## config.mk

```make
export PLATFORM = sky130hd
export DESIGN_NAME = cra_device_flat
export DESIGN_NICKNAME = d
export VERILOG_FILES = /design/src/pkg/cra_pkg.sv /design/src/pkg/cra_link_if.sv /design/src/cra_device.sv /design/src/flat_wrapper.sv
export VERILOG_INCLUDE_DIRS = /design/src /design/src/pkg
export SDC_FILE = /design/constraint.sdc
export NUM_CORES = 1
export LEC_CHECK = 0
export CAP_MARGIN = 20
export CORE_AREA = 2 2 116 118
export DETAILED_ROUTE_END_ITERATION = 10
export DIE_AREA = 0 0 118 120
export DONT_BUFFER_PORTS = 1
export PLACE_DENSITY = 0.65
export SLEW_MARGIN = 10
export SYNTH_ARGS = -nofsm -noshare
export SYNTH_HDL_FRONTEND = slang
export SYNTH_SLANG_ARGS = --single-unit
```

## constraint.sdc

```tcl
create_clock -name clk_sys -period 1.8 [get_ports clk_sys]
set_input_delay 0.09 -clock clk_sys [delete_from_list [all_inputs] [get_ports clk_sys]]
set_output_delay 0.09 -clock clk_sys [all_outputs]
set_load 0.005 [all_outputs]
```

## src/pkg/cra_params.svh

```systemverilog
`ifndef CRA_PARAMS_SVH
`define CRA_PARAMS_SVH
`define CRA_CT_END 8'h01
`define CRA_CT_ACK 8'h03
`define CRA_CT_NACK 8'h04
`define CRA_CT_PWR 8'h24
`define CRA_CT_PRD 8'h25
`define CRA_CT_WR 8'hc0
`define CRA_CT_RD 8'hc1
`define CRA_NORPLY 8'hff
`define CRA_RPLY_BYTES 3'h3
`define CRA_REG16_BYTES 3'h2
`define CRA_WORD_BYTES 3'h4
`define CRA_PS_SHIFT 8
`define CRA_PS_RES 32'h0000000b
`define CRA_TILE_LOW 16'hc20c
`define CRA_NODE_LOW 16'hc30c
`define CRA_PERI_LOW 8'h02
`endif

```

## src/pkg/cra_pkg.sv

```systemverilog
package cra_pkg;
    typedef logic [7:0] cra_byte_t;
    typedef logic [23:0] cra_chan_t;
    typedef enum logic [1:0] {
        CRA_TGT_TILE = 2'h0,
        CRA_TGT_NODE = 2'h1,
        CRA_TGT_PERI = 2'h2
    } cra_tgt_e;
endpackage : cra_pkg

```

## src/pkg/cra_link_if.sv

```systemverilog
`timescale 1ns/10ps
// Token link: each beat is one byte, ctl marks a control token
interface cra_link_if;
    logic req_valid;
    logic req_ready;
    logic req_ctl;
    logic [7:0] req_data;
    logic [31:0] req_dest;
    logic rsp_valid;
    logic rsp_ready;
    logic rsp_ctl;
    logic [7:0] rsp_data;
    logic [23:0] rsp_dest;
    modport dev (
        input req_valid, req_ctl, req_data, req_dest, rsp_ready,
        output req_ready, rsp_valid, rsp_ctl, rsp_data, rsp_dest
    );
    modport req (
        output req_valid, req_ctl, req_data, req_dest, rsp_ready,
        input req_ready, rsp_valid, rsp_ctl, rsp_data, rsp_dest
    );
endinterface : cra_link_if

```

## src/cra_device.sv

```systemverilog
`timescale 1ns/10ps
`include "cra_params.svh"
module cra_device #(
    parameter int PSIZE_MAX = 4
) (
    input wire logic clk_sys,
    input wire logic resetn,
    cra_link_if.dev link,
    output logic cfg_wr,
    output logic cfg_rd,
    output cra_pkg::cra_tgt_e cfg_tgt,
    output logic [15:0] cfg_addr,
    output logic [7:0] cfg_size,
    output logic [31:0] cfg_wdata,
    input wire logic [31:0] cfg_rdata,
    input wire logic cfg_ok
);
    import cra_pkg::*;

    // ****************************************
    // States
    // ****************************************
    typedef enum logic [2:0] {
        CRA_IDLE = 3'h0,
        CRA_CHAN = 3'h1,
        CRA_ADDR = 3'h3,
        CRA_SIZE = 3'h2,
        CRA_DATA = 3'h6,
        CRA_TAIL = 3'h7,
        CRA_EXEC = 3'h5,
        CRA_RESP = 3'h4
    } cra_st_e;

    cra_st_e st_ff, nxt_st;
    logic [7:0] op_ff;
    logic [2:0] cnt_ff;
    logic bad_ff;
    cra_chan_t chan_ff;
    logic [15:0] addr_ff;
    logic [7:0] size_ff;
    logic [31:0] data_ff;
    cra_tgt_e tgt_ff;
    logic ok_ff;
    logic [2:0] rcnt_ff;
    logic [1:0] rph_ff;

    // ****************************************
    // Decode
    // ****************************************
    wire beat = link.req_valid && link.req_ready;
    wire is_wr = (op_ff == `CRA_CT_WR) || (op_ff == `CRA_CT_PWR);
    wire is_peri = (op_ff == `CRA_CT_PWR) || (op_ff == `CRA_CT_PRD);
    wire is_known = (link.req_data == `CRA_CT_WR) || (link.req_data == `CRA_CT_RD) ||
                    (link.req_data == `CRA_CT_PWR) || (link.req_data == `CRA_CT_PRD);
    wire [7:0] dest_lo = link.req_dest[7:0];
    wire [15:0] dest_lo16 = link.req_dest[15:0];
    wire [2:0] addr_len = is_peri ? 3'h1 : `CRA_REG16_BYTES;
    wire no_reply = is_wr && !bad_ff && (chan_ff[7:0] == `CRA_NORPLY);
    wire [2:0] rd_len = is_peri ? size_ff[2:0] : `CRA_WORD_BYTES;
    wire send_data = ok_ff && !is_wr && !bad_ff;
    wire last_byte = (cnt_ff == 3'h1);
    wire tail_end = beat && link.req_ctl && (link.req_data == `CRA_CT_END);
    wire size_bad = (link.req_data == 8'h00) || (link.req_data > 8'(PSIZE_MAX));

    always_comb begin
        nxt_st = st_ff;
        unique case (st_ff)
            CRA_IDLE: if (beat && link.req_ctl) nxt_st = CRA_CHAN;
            CRA_CHAN: if (beat && last_byte) nxt_st = bad_ff ? CRA_TAIL : CRA_ADDR;
            CRA_ADDR: if (beat && last_byte) nxt_st = is_peri ? CRA_SIZE :
                                                     (is_wr ? CRA_DATA : CRA_TAIL);
            CRA_SIZE: if (beat) nxt_st = (is_wr && !size_bad) ? CRA_DATA : CRA_TAIL;
            CRA_DATA: if (beat && last_byte) nxt_st = CRA_TAIL;
            CRA_TAIL: if (tail_end) nxt_st = bad_ff ? CRA_RESP : CRA_EXEC;
            CRA_EXEC: nxt_st = no_reply ? CRA_IDLE : CRA_RESP;
            CRA_RESP: if (link.rsp_ready && rph_ff == 2'h2) nxt_st = CRA_IDLE;
            default: nxt_st = CRA_IDLE;
        endcase
    end

    assign link.req_ready = (st_ff != CRA_EXEC) && (st_ff != CRA_RESP);

    // ****************************************
    // Request capture
    // ****************************************
    always_ff @(posedge clk_sys or negedge resetn) begin
        if (!resetn) begin
            st_ff <= CRA_IDLE;
            op_ff <= 8'h00;
            cnt_ff <= 3'h0;
            bad_ff <= 1'b0;
            chan_ff <= 24'h000000;
            addr_ff <= 16'h0000;
            size_ff <= 8'h00;
            data_ff <= 32'h00000000;
            tgt_ff <= CRA_TGT_TILE;
        end else begin
            st_ff <= nxt_st;
            if (st_ff == CRA_IDLE && beat && link.req_ctl) begin
                op_ff <= link.req_data;
                bad_ff <= !is_known;
                cnt_ff <= `CRA_RPLY_BYTES;
                addr_ff <= 16'h0000;
                data_ff <= 32'h00000000;
                size_ff <= 8'h00;
                if (dest_lo == `CRA_PERI_LOW) tgt_ff <= CRA_TGT_PERI;
                else if (dest_lo16 == `CRA_NODE_LOW) tgt_ff <= CRA_TGT_NODE;
                else tgt_ff <= CRA_TGT_TILE;
            end else if (beat) begin
                unique case (st_ff)
                    CRA_CHAN: begin
                        chan_ff <= {chan_ff[15:0], link.req_data};
                        cnt_ff <= last_byte ? addr_len : cnt_ff - 3'h1;
                        if (last_byte && !bad_ff && is_peri != (tgt_ff == CRA_TGT_PERI))
                            bad_ff <= 1'b1;
                    end
                    CRA_ADDR: begin
                        addr_ff <= {addr_ff[7:0], link.req_data};
                        cnt_ff <= last_byte ? `CRA_WORD_BYTES : cnt_ff - 3'h1;
                    end
                    CRA_SIZE: begin
                        size_ff <= link.req_data;
                        cnt_ff <= link.req_data[2:0];
                        if (size_bad) bad_ff <= 1'b1;
                    end
                    CRA_DATA: begin
                        data_ff <= {data_ff[23:0], link.req_data};
                        cnt_ff <= cnt_ff - 3'h1;
                    end
                    CRA_TAIL: if (!tail_end) bad_ff <= 1'b1;
                    default: begin
                    end
                endcase
            end
        end
    end

    // ****************************************
    // Register access and reply
    // ****************************************
    assign cfg_wr = (st_ff == CRA_EXEC) && is_wr && !bad_ff;
    assign cfg_rd = (st_ff == CRA_EXEC) && !is_wr && !bad_ff;
    assign cfg_tgt = tgt_ff;
    assign cfg_addr = addr_ff;
    assign cfg_size = size_ff;
    assign cfg_wdata = data_ff;

    logic [31:0] rdat_ff;
    always_ff @(posedge clk_sys or negedge resetn) begin
        if (!resetn) begin
            ok_ff <= 1'b0;
            rdat_ff <= 32'h00000000;
            rcnt_ff <= 3'h0;
            rph_ff <= 2'h0;
        end else if (st_ff == CRA_EXEC) begin
            ok_ff <= cfg_ok && !bad_ff;
            rdat_ff <= cfg_rdata;
            rcnt_ff <= rd_len;
            rph_ff <= 2'h0;
        end else if (st_ff == CRA_TAIL && tail_end && bad_ff) begin
            ok_ff <= 1'b0;
            rph_ff <= 2'h0;
        end else if (st_ff == CRA_RESP && link.rsp_ready) begin
            unique case (rph_ff)
                2'h0: rph_ff <= send_data ? 2'h1 : 2'h2;
                2'h1: begin
                    rcnt_ff <= rcnt_ff - 3'h1;
                    if (rcnt_ff == 3'h1) rph_ff <= 2'h2;
                end
                default: rph_ff <= 2'h0;
            endcase
        end
    end

    // Read data leaves from the top of the requested width
    wire [7:0] rbyte = rdat_ff[{rcnt_ff[1:0] - 2'h1, 3'h0} +: 8];

    assign link.rsp_valid = (st_ff == CRA_RESP);
    assign link.rsp_ctl = (rph_ff != 2'h1);
    assign link.rsp_data = (rph_ff == 2'h0) ? (ok_ff ? `CRA_CT_ACK : `CRA_CT_NACK) :
                           (rph_ff == 2'h1) ? rbyte : `CRA_CT_END;
    assign link.rsp_dest = chan_ff;
endmodule : cra_device

```

## src/flat_wrapper.sv

```systemverilog
// flat-port wrapper written by rule: the top's interface ports become plain ports
module cra_device_flat import cra_pkg::*;
#(
    parameter int PSIZE_MAX = 4
)
  (clk_sys, resetn, cfg_wr, cfg_rd, cfg_tgt, cfg_addr, cfg_size, cfg_wdata, cfg_rdata, cfg_ok, link_req_valid, link_req_ctl, link_req_data, link_req_dest, link_rsp_ready, link_req_ready, link_rsp_valid, link_rsp_ctl, link_rsp_data, link_rsp_dest);
  cra_link_if link_i ();
  input wire logic clk_sys;
  input wire logic resetn;
  output logic cfg_wr;
  output logic cfg_rd;
  output cra_pkg::cra_tgt_e cfg_tgt;
  output logic [15:0] cfg_addr;
  output logic [7:0] cfg_size;
  output logic [31:0] cfg_wdata;
  input wire logic [31:0] cfg_rdata;
  input wire logic cfg_ok;
  input wire logic [$bits(link_i.req_valid)-1:0] link_req_valid;
  input wire logic [$bits(link_i.req_ctl)-1:0] link_req_ctl;
  input wire logic [$bits(link_i.req_data)-1:0] link_req_data;
  input wire logic [$bits(link_i.req_dest)-1:0] link_req_dest;
  input wire logic [$bits(link_i.rsp_ready)-1:0] link_rsp_ready;
  output wire logic [$bits(link_i.req_ready)-1:0] link_req_ready;
  output wire logic [$bits(link_i.rsp_valid)-1:0] link_rsp_valid;
  output wire logic [$bits(link_i.rsp_ctl)-1:0] link_rsp_ctl;
  output wire logic [$bits(link_i.rsp_data)-1:0] link_rsp_data;
  output wire logic [$bits(link_i.rsp_dest)-1:0] link_rsp_dest;
  assign link_i.req_valid = link_req_valid;
  assign link_i.req_ctl = link_req_ctl;
  assign link_i.req_data = link_req_data;
  assign link_i.req_dest = link_req_dest;
  assign link_i.rsp_ready = link_rsp_ready;
  assign link_req_ready = link_i.req_ready;
  assign link_rsp_valid = link_i.rsp_valid;
  assign link_rsp_ctl = link_i.rsp_ctl;
  assign link_rsp_data = link_i.rsp_data;
  assign link_rsp_dest = link_i.rsp_dest;
  cra_device #(.PSIZE_MAX(PSIZE_MAX)) u_core (.clk_sys(clk_sys), .resetn(resetn), .link(link_i), .cfg_wr(cfg_wr), .cfg_rd(cfg_rd), .cfg_tgt(cfg_tgt), .cfg_addr(cfg_addr), .cfg_size(cfg_size), .cfg_wdata(cfg_wdata), .cfg_rdata(cfg_rdata), .cfg_ok(cfg_ok));
endmodule
```

==> results.md <==
- Worst rel slew slack: 66.3%
- I/O pin count: 173
- Yosys cell types: 64
- Failing checks: hold timing, setup timing
- Worst-Skew Late Latency: 420 ps
- Fin nets: 796
- Site Rows: 42
- # hold bufs at CTS: 47
- Post-DP Area: 6580 um^2
- RSZ-0062 raised after global routing: true
- Number of global-route vias before repair: 5,055
- Share of layout cells above drive strength 1: 18.8%
- Worst Skew: 6.58 ps
- Largest net degree at the start of global routing: 136
- First-pass GRT wire length: 26,400 um
- Hold Vio Cnt, Final: 135
- CTS tree: done
- Initial antenna violation count: 0
- Type of origin of the critical path: flip-flop
- Vias: 5,001
- Commonest non-fill, non-tap cell in the layout: nand2_1
- Yosys reg bits: 135
- Post-synth EDFFs: 0
- Most frequent cells in the layout: 231 x nand2_1, 134 x dfrtp_1, 47 x dlygate4sd3_1
- Post-layout minimum cycle time: 1870 ps
- Setup crit end kind: primary output
- Cell Area, Synth: 6280 um^2
- Total Power: 13.7 mW
- Worst-case clock buffer depth: 2
- HPWL Detailed: 10,400 um
- Max FO, Critical Path: 7
- Top cell type's share of synthesized area: 53.8%
- Fin util: 60.7%
- Fraction of registers with async set/reset: 100%
- Final setup vio count: 6
- CTS root buffer: clkbuf_16
- Dominant cell type by area after synthesis: dfrtp_1
- Die height: 120 um
- Die area: 14,200 um^2
- Drt first pass iters: 5
- Horiz. Die Dim: 118 um
- RD Place Congestion: 0.886
- PwrDens: 1740 nW/um^2
- Max_cap viols: 0
- Status: complete, but fails checks
- Fin worst setup slack: -70.9 ps
- Actual slew at the worst max-slew pin: 506 ps
- Initial DRC Count: 304
- Antenna diodes: 0
- LEAKAGE: 3.56 nW
- WP data arrival: 1780 ps
- Worst vdd ir: 0.962 mV
- H-tree Lvls: 4
- Synth warn: 0
- Hold Slack: -637 ps
- Most used DFF post-synth: dfrtp_1
- Clock transition at the registers of the reported paths: 60 ps
- Vias per cell: 5.54
- Syn Area/Cell: 9.58 um^2
- Hold WC Path Type: input pin to async pin
- # port buffers: 0
- Critical path class: flip-flop to primary output
- Routed Antenna Nets: 0
- P&R area growth vs syn: 25.6%
- Initial Util: 48.4%
- Cts bufs inserted: 17
- Total GRT Usage: 23.9%
- Post-synthesis sequential area ratio: 53.8%
- Final Cycle Share: 104%
- Avg WL per Cell: 18.2 um
- Slew Viols, Final: 0
- Synthesized Nets: 737
- Synth top area cells: dfrtp_1 54%, nand2_1 14%, mux2_2 4.5%, a21oi_1 3.4%, mux4_2 2.9%
- WP data required: 1710 ps
- Core Area: 13,000 um^2
- Wirelength, routed: 16,400 um
- DR DRC count: 0
- Max Clock Freq: 534 MHz
- Design area: 7890 um^2
- Synth Instances: 655
- Grt ovf: 0
- Sinks on Clock Net: 135
## registers in the layout, indices dropped and copies added, names as in the netlist
signal,flops
u_core.cfg_wdata,32
u_core.rph_ff,2
u_core.bad_ff,1
u_core.rdat_ff,32
u_core.ok_ff,1
u_core.st_ff,3
u_core.rcnt_ff,3
u_core.op_ff,8
u_core.cfg_tgt,2
u_core.cfg_size,8
u_core.link.rsp_dest,24
u_core.cnt_ff,3
u_core.cfg_addr,16
## what timing repair did
action / 4_1_cts / 5_1_grt
pin swaps: 12 / 3
hold endpoints to repair: 217 / 135
cloned: 0 / 0
setup endpoints to repair: 10 / 17
gates resized for setup: 21 / 15
buffers inserted: 3 / 0
## metrics by stage
step | setup slack (ps) | TNS, ps | std cells
2_1_floorplan | 70.8 | 0 | 655
3_3_place_gp | 96.0 | 0 | 822
3_5_place_dp | 85.8 | 0 | 822
4_1_cts | -105 | -454 | 903
5_1_grt | -129 | -685 | 903
6_report | -70.9 | -286 | 903
## power breakdown
part / switching (mW) / internal, mW
combinational: 2.11 / 1.87
sequential: 1.21 / 4.39
clock: 1.31 / 2.81
total: 4.63 / 9.08
## routing by layer
layer  share of wire [%]  up-vias  global-route usage, %
met4                 2.8        0                   10.8
met2                  49      187                   39.3
li1                    -     2346                      -
met5                   0        -                      0
met3                 5.9       29                   6.42
met1                  42     2439                   29.8
## path summary, 6_finish.rpt
kind	startpoint	to	slack, ps	cells after the start
max reg2reg	u_core.cnt_ff[0]	u_core.cnt_ff[1]	120	7
max	u_core.rcnt_ff[0]	link_rsp_data[7]	-70	5
min in group clk_sys	link_req_data[1]	u_core.cnt_ff[1]	10	4
min reg2reg	u_core.rdat_ff[5]	u_core.rdat_ff[5]	470	2
min	resetn	u_core.rcnt_ff[2]	-640	0
max in group asynchronous	resetn	u_core.link.rsp_dest[13]	2270	0
## kinds of logic after synthesis
family	synth area share, %
xor gates and xnor gates	0.419
AOI/OAI and AO/OA	11.1
buffers and inverters	3.69
muxes	7.68
DFF	53.8
adders and majority gates	0.797
and+or+nand+nor	22.5
## worst max-delay path, cell delays in order, from the launching register on
cell     delay [ps]
dfrtp_1         390
inv_2            70
ha_4            340
buf_6           120
mux4_2          280
and2_4          160
## synth_stat cells, types with 5 or more instances
cell type / n
dfrtp_1: 135
inv_1: 9
a22o_1: 7
buf_2: 7
a21oi_1: 43
nand2_1: 233
nor2b_1: 7
mux4_2: 8
nand2b_1: 6
o21ai_0: 34
and2_1: 7
nor3_1: 5
nor2_1: 16
nand3_1: 11
mux2_2: 25
a211oi_1: 5
clkbuf_1: 24
## cell type report
cell class	count	area [um^2]
clock buffer	20	457
clock inverter	12	246
fill	1089	5090
inverter	9	33.8
multi-input combinational	471	2780
sequential	135	3380
tap	176	220
timing repair buffer	80	767
Note: power is estimated with default switching activity, not from simulation.
